--- config.mk ---
export PLATFORM = sky130hd
export DESIGN_NAME = nbu_uart
export DESIGN_NICKNAME = d
export VERILOG_FILES = /design/src/verilog/nbu_pkg.sv /design/src/verilog/nbu_uart.sv
export VERILOG_INCLUDE_DIRS = /design/src /design/src/verilog
export SDC_FILE = /design/constraint.sdc
export NUM_CORES = 1
export LEC_CHECK = 0
export BUFFER_PORTS_ARGS = -buffer_cell sky130_fd_sc_hd__buf_2
export CORE_MARGIN = 2
export CORE_UTILIZATION = 40
export CTS_BUF_LIST = sky130_fd_sc_hd__clkbuf_8
export DETAILED_ROUTE_END_ITERATION = 16
export GPL_TIMING_DRIVEN = 1
export PLACE_DENSITY = 0.6
export SLEW_MARGIN = 40
export SYNTH_ARGS = -nofsm -noshare
export SYNTH_HDL_FRONTEND = slang
export SYNTH_SLANG_ARGS = --single-unit
--- constraint.sdc ---
create_clock -name core_clk -period 2.8 [get_ports core_clk]
set_input_delay 0.42 -clock core_clk [delete_from_list [all_inputs] [get_ports core_clk]]
set_output_delay 0.42 -clock core_clk [all_outputs]
set_load 0.02 [all_outputs]
--- src/verilog/nbu_map.svh ---
`ifndef NBU_MAP_SVH
`define NBU_MAP_SVH

// ==========================================================
// Register offsets
`define NBU_POWER_CONTROL_REG_OFF 8'h87
`define NBU_SCON0_OFF 8'h98
`define NBU_SERIAL_BUFFER_PORT0_OFF 8'h99
`define NBU_NODE_ADDRESS_PORT0_OFF 8'ha9
`define NBU_NODE_ADDRESS_PORT1_OFF 8'haa
`define NBU_ADDRESS_MASK_PORT0_OFF 8'hb9
`define NBU_ADDRESS_MASK_PORT1_OFF 8'hba
`define NBU_SCON1_OFF 8'hc0
`define NBU_SERIAL_BUFFER_PORT1_OFF 8'hc1

// ==========================================================
// Serial control field positions
`define NBU_SC_SM0_FE 7
`define NBU_SC_SM1 6
`define NBU_SC_SM2 5
`define NBU_SC_REN 4
`define NBU_SC_TB8 3
`define NBU_SC_RB8 2
`define NBU_SC_TI 1
`define NBU_SC_RI 0

// ==========================================================
// Power control field positions
`define NBU_PC_DBL0 7
`define NBU_PC_FVS 6
`define NBU_PC_DBL1 5
`define NBU_PC_T2SEL0 4

// ==========================================================
// Reset values
`define NBU_SERIAL_CONTROL_REG_RST 8'h00
`define NBU_POWER_CONTROL_REG_RST 8'h00
`define NBU_NODE_ADDRESS_RST 8'h00
`define NBU_ADDRESS_MASK_RST 8'h00
`define NBU_SERIAL_BUFFER_RST 8'h00
`define NBU_TXSH_RST 11'h7ff

// ==========================================================
// Bit timing counts
`define NBU_DIV_LAST 4'hf
`define NBU_VOTE_A 4'h6
`define NBU_VOTE_B 4'h7
`define NBU_VOTE_C 4'h8
`define NBU_FRAME_BITS 4'hb
`define NBU_NINTH_IDX 4'h9
`define NBU_STOP_IDX 4'ha
`define NBU_PRE_DIV4 2'h3

`endif

--- src/verilog/nbu_pkg.sv ---
`default_nettype none

package nbu_pkg;

  typedef enum logic [1:0] {
    NBU_RX_IDLE = 2'b01,
    NBU_RX_RUN = 2'b10
  } nbu_rx_state_t;

  typedef enum logic [2:0] {
    NBU_TX_IDLE = 3'b001,
    NBU_TX_WAIT = 3'b010,
    NBU_TX_SEND = 3'b100
  } nbu_tx_state_t;

endpackage

`default_nettype wire

--- src/verilog/nbu_uart.sv ---
// ==========================================================
// Operation
// - Frame is start 0, eight data LSB first, ninth bit, stop 1.
// - Buffer write captures the current transmit ninth bit control.
// - Start bit goes out at first divide-by-16 rollover after write.
// - Transmit done flag sets when the stop bit is driven.
// - Start accepted only while enabled; start falling edge begins a character.
// - Mid ninth bit, load buffer and flag if flag clear and mode allows.
// - Otherwise discard character, buffer and ninth bit untouched.
// - After mid stop bit, go back to watching for falling edge.
// - Each bit is a majority vote of three samples.
// - Votes taken on seventh, eighth and ninth divider clocks.
// - Mode 2 divider runs on oscillator over two or four.
// - Mode 3 uses timer rollover; timer 2 only for port 0.
// - Framing error flag sets when stop bit is invalid.
// - Framing error flag stays set until software clears it.
// - View select picks framing flag or mode bit at bit seven.
// - Framing flag and mode bit are separate storage.
// - In address mode, ninth bit one means address; load only on match.
// - Mask zero bits are ignored in the address compare.
// - Broadcast address is node OR mask, zeros don't care.
// - Masks reset to zero so every address matches.
// - Each port has its own node address and mask.
//
// Added by the designer: the strobed register port.
`timescale 1ns/1ps
`include "nbu_map.svh"
`default_nettype none

module nbu_uart (
  // Clock and reset
  input wire logic core_clk,
  input wire logic rst_n,
  // Register port
  input wire logic [7:0] bus_addr,
  input wire logic [7:0] bus_wdata,
  input wire logic bus_wr,
  input wire logic bus_rd,
  output logic [7:0] bus_rdata,
  // Timer rollover pulses
  input wire logic timer1_rollover,
  input wire logic timer2_rollover,
  // Serial pins
  input wire logic rxd_port0,
  input wire logic rxd_port1,
  output logic txd_port0,
  output logic txd_port1
);

  // ==========================================================
  // Shared power control and prescaler
  logic [7:0] power_control_reg;
  logic [7:0] next_power_control_reg;
  logic [1:0] pre;
  logic [1:0] next_pre;
  logic [7:0] next_bus_rdata;
  logic framing_view_select;
  logic tick_div2;
  logic tick_div4;
  logic [1:0] rxd_v;
  logic [1:0] txd_v;
  logic [7:0] serial_control_reg_view [2];
  logic [7:0] rbuf_v [2];
  logic [7:0] node_address_v [2];
  logic [7:0] address_mask_v [2];

  assign framing_view_select = power_control_reg[`NBU_PC_FVS];
  assign tick_div2 = pre[0];
  assign tick_div4 = (pre == `NBU_PRE_DIV4);
  assign rxd_v = {rxd_port1, rxd_port0};
  assign txd_port0 = txd_v[0];
  assign txd_port1 = txd_v[1];

  always_comb begin
    next_pre = pre + 2'h1;
    next_power_control_reg = power_control_reg;
    if (bus_wr && bus_addr == `NBU_POWER_CONTROL_REG_OFF) begin
      next_power_control_reg = bus_wdata;
    end
    next_bus_rdata = 8'h00;
    if (bus_rd) begin
      case (bus_addr)
        `NBU_POWER_CONTROL_REG_OFF: next_bus_rdata = power_control_reg;
        `NBU_SCON0_OFF: next_bus_rdata = serial_control_reg_view[0];
        `NBU_SCON1_OFF: next_bus_rdata = serial_control_reg_view[1];
        `NBU_SERIAL_BUFFER_PORT0_OFF: next_bus_rdata = rbuf_v[0];
        `NBU_SERIAL_BUFFER_PORT1_OFF: next_bus_rdata = rbuf_v[1];
        `NBU_NODE_ADDRESS_PORT0_OFF: next_bus_rdata = node_address_v[0];
        `NBU_NODE_ADDRESS_PORT1_OFF: next_bus_rdata = node_address_v[1];
        `NBU_ADDRESS_MASK_PORT0_OFF: next_bus_rdata = address_mask_v[0];
        `NBU_ADDRESS_MASK_PORT1_OFF: next_bus_rdata = address_mask_v[1];
        default: next_bus_rdata = 8'h00;
      endcase
    end
  end

  always_ff @(posedge core_clk) begin
    if (!rst_n) begin
      pre <= 2'h0;
      power_control_reg <= `NBU_POWER_CONTROL_REG_RST;
      bus_rdata <= 8'h00;
    end else begin
      pre <= next_pre;
      power_control_reg <= next_power_control_reg;
      bus_rdata <= next_bus_rdata;
    end
  end

  // ==========================================================
  // One serial port per loop pass
  genvar g;
  generate
    for (g = 0; g < 2; g++) begin : gen_port
      localparam logic [7:0] SERIAL_CONTROL_REG_OFF =
        (g == 0) ? `NBU_SCON0_OFF : `NBU_SCON1_OFF;
      localparam logic [7:0] SERIAL_BUFFER_OFF =
        (g == 0) ? `NBU_SERIAL_BUFFER_PORT0_OFF : `NBU_SERIAL_BUFFER_PORT1_OFF;
      localparam logic [7:0] NODE_ADDRESS_OFF =
        (g == 0) ? `NBU_NODE_ADDRESS_PORT0_OFF : `NBU_NODE_ADDRESS_PORT1_OFF;
      localparam logic [7:0] ADDRESS_MASK_OFF =
        (g == 0) ? `NBU_ADDRESS_MASK_PORT0_OFF : `NBU_ADDRESS_MASK_PORT1_OFF;

      logic [7:0] serial_control_reg;
      logic framing_error_flag;
      logic [7:0] node_address;
      logic [7:0] address_mask;
      logic [7:0] serial_buffer;
      nbu_pkg::nbu_tx_state_t tx_state;
      logic [10:0] tx_sh;
      logic [3:0] tx_bits;
      logic [3:0] tx_div;
      logic txd;
      nbu_pkg::nbu_rx_state_t rx_state;
      logic [3:0] rx_div;
      logic [3:0] rx_idx;
      logic [1:0] votes;
      logic [8:0] rx_sh;
      logic rxd_prev;

      logic [7:0] next_serial_control_reg;
      logic next_framing_error_flag;
      logic [7:0] next_node_address;
      logic [7:0] next_address_mask;
      logic [7:0] next_serial_buffer;
      nbu_pkg::nbu_tx_state_t next_tx_state;
      logic [10:0] next_tx_sh;
      logic [3:0] next_tx_bits;
      logic [3:0] next_tx_div;
      logic next_txd;
      nbu_pkg::nbu_rx_state_t next_rx_state;
      logic [3:0] next_rx_div;
      logic [3:0] next_rx_idx;
      logic [1:0] next_votes;
      logic [8:0] next_rx_sh;

      logic tick;
      logic tx_roll;
      logic voted;
      logic [7:0] rx_byte;
      logic [7:0] bcast;
      logic addr_hit;
      logic load_ok;

      // Mode 3 picks a timer, mode 2 the prescaler
      always_comb begin
        if (serial_control_reg[`NBU_SC_SM1]) begin
          if (g == 0 && power_control_reg[`NBU_PC_T2SEL0]) begin
            tick = timer2_rollover;
          end else begin
            tick = timer1_rollover;
          end
        end else if (power_control_reg[(g == 0) ? `NBU_PC_DBL0
                                                : `NBU_PC_DBL1]) begin
          tick = tick_div2;
        end else begin
          tick = tick_div4;
        end
      end

      assign tx_roll = tick && (tx_div == `NBU_DIV_LAST);
      // Two of three samples decide the bit
      assign voted = (votes[0] & votes[1]) | (votes[0] & rxd_v[g]) |
                     (votes[1] & rxd_v[g]);
      assign rx_byte = rx_sh[8:1];
      assign bcast = node_address | address_mask;
      assign addr_hit =
        (((rx_byte ^ node_address) & address_mask) == 8'h00) ||
        ((rx_byte & bcast) == bcast);
      assign load_ok = !serial_control_reg[`NBU_SC_RI] &&
        (!serial_control_reg[`NBU_SC_SM2] || (voted && addr_hit));

      assign serial_control_reg_view[g] = {framing_view_select ? framing_error_flag
                             : serial_control_reg[`NBU_SC_SM0_FE],
                             serial_control_reg[6:0]};
      assign rbuf_v[g] = serial_buffer;
      assign node_address_v[g] = node_address;
      assign address_mask_v[g] = address_mask;
      assign txd_v[g] = txd;

      always_comb begin
        next_serial_control_reg = serial_control_reg;
        next_framing_error_flag = framing_error_flag;
        next_node_address = node_address;
        next_address_mask = address_mask;
        next_serial_buffer = serial_buffer;
        next_tx_state = tx_state;
        next_tx_sh = tx_sh;
        next_tx_bits = tx_bits;
        next_tx_div = tx_div;
        next_txd = txd;
        next_rx_state = rx_state;
        next_rx_div = rx_div;
        next_rx_idx = rx_idx;
        next_votes = votes;
        next_rx_sh = rx_sh;

        // Software side first, so hardware sets below win
        if (bus_wr && bus_addr == SERIAL_CONTROL_REG_OFF) begin
          next_serial_control_reg[6:0] = bus_wdata[6:0];
          if (framing_view_select) begin
            next_framing_error_flag = bus_wdata[`NBU_SC_SM0_FE];
          end else begin
            next_serial_control_reg[`NBU_SC_SM0_FE] =
              bus_wdata[`NBU_SC_SM0_FE];
          end
        end
        if (bus_wr && bus_addr == NODE_ADDRESS_OFF) begin
          next_node_address = bus_wdata;
        end
        if (bus_wr && bus_addr == ADDRESS_MASK_OFF) begin
          next_address_mask = bus_wdata;
        end

        // ==========================================================
        // Transmitter
        // Divider runs free, so a write waits for the next rollover
        if (tick) begin
          next_tx_div = tx_div + 4'h1;
        end
        case (tx_state)
          nbu_pkg::NBU_TX_IDLE: begin
            next_txd = 1'b1;
          end
          nbu_pkg::NBU_TX_WAIT: begin
            if (tx_roll) begin
              next_txd = tx_sh[0];
              next_tx_sh = {1'b1, tx_sh[10:1]};
              next_tx_bits = 4'h1;
              next_tx_state = nbu_pkg::NBU_TX_SEND;
            end
          end
          nbu_pkg::NBU_TX_SEND: begin
            if (tx_roll) begin
              if (tx_bits == `NBU_FRAME_BITS) begin
                next_txd = 1'b1;
                next_tx_state = nbu_pkg::NBU_TX_IDLE;
              end else begin
                next_txd = tx_sh[0];
                next_tx_sh = {1'b1, tx_sh[10:1]};
                next_tx_bits = tx_bits + 4'h1;
                if (tx_bits == `NBU_STOP_IDX) begin
                  next_serial_control_reg[`NBU_SC_TI] = 1'b1;
                end
              end
            end
          end
          default: begin
            next_tx_state = nbu_pkg::NBU_TX_IDLE;
          end
        endcase
        // A write mid-frame restarts with the new character
        if (bus_wr && bus_addr == SERIAL_BUFFER_OFF) begin
          next_tx_sh = {1'b1, serial_control_reg[`NBU_SC_TB8],
                        bus_wdata, 1'b0};
          next_tx_state = nbu_pkg::NBU_TX_WAIT;
        end

        // ==========================================================
        // Receiver
        case (rx_state)
          nbu_pkg::NBU_RX_IDLE: begin
            // Enable gates the start only; a frame in flight completes
            if (serial_control_reg[`NBU_SC_REN] && rxd_prev &&
                !rxd_v[g]) begin
              next_rx_state = nbu_pkg::NBU_RX_RUN;
              next_rx_div = 4'h0;
              next_rx_idx = 4'h0;
            end
          end
          nbu_pkg::NBU_RX_RUN: begin
            if (tick) begin
              next_rx_div = rx_div + 4'h1;
              // Two stored votes plus the live pin make the third
              if (rx_div == `NBU_VOTE_A) begin
                next_votes[0] = rxd_v[g];
              end
              if (rx_div == `NBU_VOTE_B) begin
                next_votes[1] = rxd_v[g];
              end
              if (rx_div == `NBU_VOTE_C) begin
                next_rx_idx = rx_idx + 4'h1;
                if (rx_idx == 4'h0) begin
                  // A start voted high was noise; rearm the edge detector
                  if (voted) begin
                    next_rx_state = nbu_pkg::NBU_RX_IDLE;
                  end
                end else if (rx_idx == `NBU_STOP_IDX) begin
                  if (!voted) begin
                    next_framing_error_flag = 1'b1;
                  end
                  next_rx_state = nbu_pkg::NBU_RX_IDLE;
                end else begin
                  next_rx_sh = {voted, rx_sh[8:1]};
                  if (rx_idx == `NBU_NINTH_IDX && load_ok) begin
                    next_serial_buffer = rx_byte;
                    next_serial_control_reg[`NBU_SC_RB8] = voted;
                    next_serial_control_reg[`NBU_SC_RI] = 1'b1;
                  end
                end
              end
            end
          end
          default: begin
            next_rx_state = nbu_pkg::NBU_RX_IDLE;
          end
        endcase
      end

      always_ff @(posedge core_clk) begin
        if (!rst_n) begin
          serial_control_reg <= `NBU_SERIAL_CONTROL_REG_RST;
          framing_error_flag <= 1'b0;
          node_address <= `NBU_NODE_ADDRESS_RST;
          address_mask <= `NBU_ADDRESS_MASK_RST;
          serial_buffer <= `NBU_SERIAL_BUFFER_RST;
          tx_state <= nbu_pkg::NBU_TX_IDLE;
          tx_sh <= `NBU_TXSH_RST;
          tx_bits <= 4'h0;
          tx_div <= 4'h0;
          txd <= 1'b1;
          rx_state <= nbu_pkg::NBU_RX_IDLE;
          rx_div <= 4'h0;
          rx_idx <= 4'h0;
          votes <= 2'h0;
          rx_sh <= 9'h000;
          rxd_prev <= 1'b1;
        end else begin
          serial_control_reg <= next_serial_control_reg;
          framing_error_flag <= next_framing_error_flag;
          node_address <= next_node_address;
          address_mask <= next_address_mask;
          serial_buffer <= next_serial_buffer;
          tx_state <= next_tx_state;
          tx_sh <= next_tx_sh;
          tx_bits <= next_tx_bits;
          tx_div <= next_tx_div;
          txd <= next_txd;
          rx_state <= next_rx_state;
          rx_div <= next_rx_div;
          rx_idx <= next_rx_idx;
          votes <= next_votes;
          rx_sh <= next_rx_sh;
          rxd_prev <= rxd_v[g];
        end
      end
    end
  endgenerate

endmodule

`default_nettype wire

* After elaboration in Yosys (flattened, before gate mapping)
Index checks and enable logic that the tools add are counted.
Operators by class: add/subtract/negate cells 9, equality and inequality tests 66, muxes and demuxes 120, bitwise operators 26, reductions and logical operators 72
Operators by type and width (count):
- $eq A8 B8 Y1 const B | 9
- $pmux W8 S9 | 1
- $mux W11 | 6
- $mux W1 | 61
- $mux W4 | 14
- $eq A4 B4 Y1 const B | 12
- $pmux W4 S2 | 6
- $pmux W11 S2 | 2
- $reduce_and A4 Y1 | 10
- $ne A3 B3 Y1 const B | 12
- $add A4 B1 Y4 const B | 8
- $and A8 B8 Y8 | 4
- $ne A2 B2 Y1 const B | 16
- $mux W2 | 14
- $mux W3 | 8
- $reduce_and A3 Y1 | 8
- $logic_and A1 B1 Y1 | 21
- $mux W10 | 2
- $reduce_and A5 Y1 | 4
- $pmux W3 S3 | 2
- $eq A4 B3 Y1 const B | 4
- $eq A8 B8 Y1 | 2
- $logic_not A8 Y1 | 2
- $or A8 B8 Y8 | 2
- other kinds (20) | 63
Word-level totals: flip-flop bits (word level) 174, input port bits 24, logic and storage cells 338

* Logic depth before layout (Yosys ltp)
word-level depth 14, depth in mapped cells 8

* Worst setup path after synthesis
Ideal clock, no wire load.
kind reg2reg, start reg gen_port[0].rx_idx[0], end reg gen_port[0].serial_buffer[0], data arrival time 2.028 ns, data required time 2.728 ns, setup slack 0.700 ns, cell stages (with the launch flop) 9, cells stage by stage dfxtp_1 inv_1 ha_1 nand2_1 a21oi_1 or4_1 a2111oi_2 buf_4 mux2i_1
On the way: cells in the longest elaborated chain, start to end 3, elaborated cells between the ends (all ways) 7, those cells by class 2 x eq/ne; 2 x bitwise; 3 x reduce/logical
Ends and longest elaborated chain:
- start: declaration | line nbu_uart.sv:135 | logic [3:0] rx_idx;
- start signal: assignment | line nbu_uart.sv:360 | rx_idx <= next_rx_idx;
- $eq A4 B4 Y1 (no source line) or $logic_not A4 Y1 (tied branches)
- $logic_and A1 B1 Y1 or $not A1 Y1 (tied branches)
- $reduce_and A6 Y1 (no source line) (*)
- end signal: assignment | line nbu_uart.sv:335 | serial_buffer <= `NBU_SERIAL_BUFFER_RST;
- end signal: assignment | line nbu_uart.sv:352 | serial_buffer <= next_serial_buffer;
- end: declaration | line nbu_uart.sv:127 | logic [7:0] serial_buffer;
Mark *: on every way between the ends. The rest lies on a longest branch, timed or not. A chain may end at the register's enable or synchronous reset.

* Final worst setup path
Same ends and word-level chain as after synthesis.

==> flow_metrics.env <==
export IMPL_outcome="finished clean"
export IMPL_setup_slack_ns=0.490
export IMPL_gr_total_overflow=0
export IMPL_ctsResizeCount=0
export IMPL_tns_ns=0
export IMPL_syn_avg_cell_area_sq_um=8.71
export IMPL_crit_path_max_incr_delay_ns=0.53
export IMPL_h_tree_depth=4
export IMPL_dp_hpwl_mm=14.7
export IMPL_timing_rr_start="gen_port[0].rx_idx[0]"
export IMPL_layout_drive_gt1_share=0.104
export IMPL_insertion_delay_ns=0.47
export IMPL_final_common_cell="dfxtp_1"
export IMPL_holdCritPathClass="input port to flop"
export IMPL_gp_congestion=0.889
export IMPL_drc_errors=0
export IMPL_cp_startpoint="gen_port[0].rx_idx[0]"
export IMPL_core_area_sq_mm=0.0202
export IMPL_drtAntennaViolNets=0
export IMPL_cts_root_buf="clkbuf_8"
export IMPL_ioPinCount=34
export IMPL_vias_per_cell=5.54
export IMPL_syn_cell_area_sq_mm=0.00826
export IMPL_ctsHoldBuffers=0
export IMPL_die_h_um=148
export IMPL_dp_cells=1210
export IMPL_drv_cap=0
export IMPL_dieArea_sq_mm=0.0218
export IMPL_syn_nets=993
export IMPL_initial_core_util=0.408
export IMPL_grt_usage=0.197
export IMPL_finalCritPeriodShare=0.825
export IMPL_switching_power_mw=1.05
export IMPL_clkTransAtPathRegs_ns=0.09
export IMPL_hold_violations=0
export IMPL_relSlewSlack=0.541
export IMPL_cts_buffers=17
export IMPL_fin_crit_ns=2.31
export IMPL_synthArstFlopShare=0
export IMPL_syn_inst=948
export IMPL_critPathBufInv=2
export IMPL_largest_reg_flops=20
export IMPL_crit_path_cell_trace="inv_1, ha_1, nand2_1, a21oi_1, or4_1, a2111oi_2, buf_4, mux2i_1"
export IMPL_tightest_slew_ns=0.683
export IMPL_seq_power_share=0.525
export IMPL_slew_violations=0
export IMPL_wl_mm=21.2
export IMPL_critPathLaunchType="flop"
export IMPL_power_frac_comb=0.040
export IMPL_synth_cell_types=67
export IMPL_vias=6876
export IMPL_power_density_mw_per_mm2=507
export IMPL_crit_arrival_ns=2.69
export IMPL_p_leak_nw=3.31
export IMPL_worstPathMaxFanout=10
export IMPL_critPathSlowestCell="or4_1"
export IMPL_synth_seq_cells=170
export IMPL_final_cell_mix="dfxtp_1, nand2_1, nor2_1"
export IMPL_first_iter_violations=502
export IMPL_skew_ns=0.0158
export IMPL_setup_viol=0
export IMPL_nFillCells=2020
export IMPL_cp_required_ns=3.18
export IMPL_internal_power_mw=3.57
export IMPL_nNetsFinal=1004
export IMPL_clk_path_buf_depth=2
export IMPL_die_w_um=148
export IMPL_crit_family="simple AND/OR/NAND/NOR gates"
export IMPL_fmax_mhz=433
export IMPL_peakVddDrop_uv=282
export IMPL_hp_start="rxd_port0"
export IMPL_synth_flop_cell="dfxtp_1"
export IMPL_p_sw_frac=0.228
export IMPL_instances_no_fill=1242
export IMPL_cp_end_kind="flop"
export IMPL_grt_pass1_wl_mm=33.9
export IMPL_clockPowerShare=0.436
export IMPL_place_ws_ns=0.535
export IMPL_synth_edff_count=0
export IMPL_ys_warn_count=0
export IMPL_numPortBuffers=33
export IMPL_grt_antenna_before_repair=0
export IMPL_clock_sinks=170
export IMPL_cts_tree="done"
export IMPL_cts_setup_buffers=0
export IMPL_regMostFlops="gen_port.tx_sh"
export IMPL_yosysSeqAreaShare=0.412
export IMPL_area_growth_syn_to_layout_pct=10.6
export IMPL_wire_per_inst_um=17.1
export IMPL_rows=52
export IMPL_antennaDiodeCount=0
export IMPL_drt_pass1_iter_count=5
export IMPL_r2r_setup_slack_ns=0.49
export IMPL_grt_max_degree=70
export IMPL_whs_ns=0.226
export IMPL_finalPower_mw=4.63
export IMPL_grt_pass1_vias=6299
export IMPL_rsz0062_at_grt="false"
export IMPL_worst_setup_path_type="flop to flop"
-- per-stage QoR --
stage               cell area [sq um]   util
floorplan                        8260      -
global placement                 8670  0.429
detailed placement               8670  0.429
CTS                              9130  0.451
global route                     9130  0.451
finish                           9130  0.451
-- power groups by stage --
stage | registers (mW) | clock network [mW] | logic, mW
after floorplan | 2.48 | 0 | 0.109
after global placement | 2.49 | 0 | 0.183
after detailed placement | 2.49 | 0 | 0.183
after CTS | 2.43 | 2.06 | 0.184
after global routing | 2.43 | 2.15 | 0.199
final | 2.43 | 2.02 | 0.185
-- layer usage --
layer	track usage	vias to the layer above	wire (um)
li1	-	3398	-
met1	0.280	3320	10600
met2	0.309	133	9490
met3	0.0296	25	788
met4	0.0615	0	344
met5	0	-	0
-- synth_stat cells, types with 11 or more instances --
| cell | number | area (sq um) |
|---|---|---|
| buf_2 | 11 | 55.1 |
| xor2_1 | 21 | 184 |
| inv_1 | 18 | 67.6 |
| dfxtp_1 | 170 | 3400 |
| nand2_1 | 117 | 439 |
| nor2_1 | 105 | 394 |
| nand3_1 | 35 | 175 |
| a22oi_1 | 16 | 120 |
| ha_1 | 21 | 263 |
| mux2i_1 | 88 | 881 |
| nor2b_1 | 13 | 81.3 |
| clkbuf_1 | 42 | 158 |
| a32oi_1 | 11 | 96.3 |
| o21ai_0 | 28 | 140 |
| a21oi_1 | 55 | 275 |
| nor3_1 | 13 | 65.1 |
-- cell families (layout without fill, tap and decap cells) --
| group | after synthesis | after routing | synth area share |
|---|---|---|---|
| multiplexers | 95 | 95 | 0.118 |
| buffers and inverters | 77 | 101 | 0.0373 |
| AND/OR/NAND/NOR | 372 | 372 | 0.221 |
| XOR/XNOR | 28 | 28 | 0.0297 |
| AO/OA/AOI/OAI | 183 | 183 | 0.148 |
| flip-flops | 170 | 170 | 0.412 |
| adder cells (fa/ha/maj) | 23 | 23 | 0.0342 |
-- final cells by class --
cell class | count | area, sq um | share of cell area
clock inverter | 13 | 200 | 0.0219
clock buffer | 19 | 262 | 0.0286
multi-input combinational | 701 | 4550 | 0.498
tap | 270 | 338 | 0.0370
sequential | 170 | 3400 | 0.373
timing repair buffer | 50 | 305 | 0.0334
inverter | 19 | 72.6 | 0.00795
-- final timing paths --
kind                                   to  depth (start not counted)
min                  gen_port[0].rxd_prev                          2
min reg2reg          power_control_reg[3]                          2
max          gen_port[0].serial_buffer[0]                          8
max reg2reg  gen_port[0].serial_buffer[0]                          8
-- worst reg2reg max path, delay by kind of cell, from the launching register on --
kind            cells  cell delay [ns]
simple gates        2             0.62
flops               1             0.43
compound gates      2             0.40
buf+inv             2             0.36
mux                 1             0.22
fa+ha+maj           1             0.19
(Power assumes the default switching activity.)
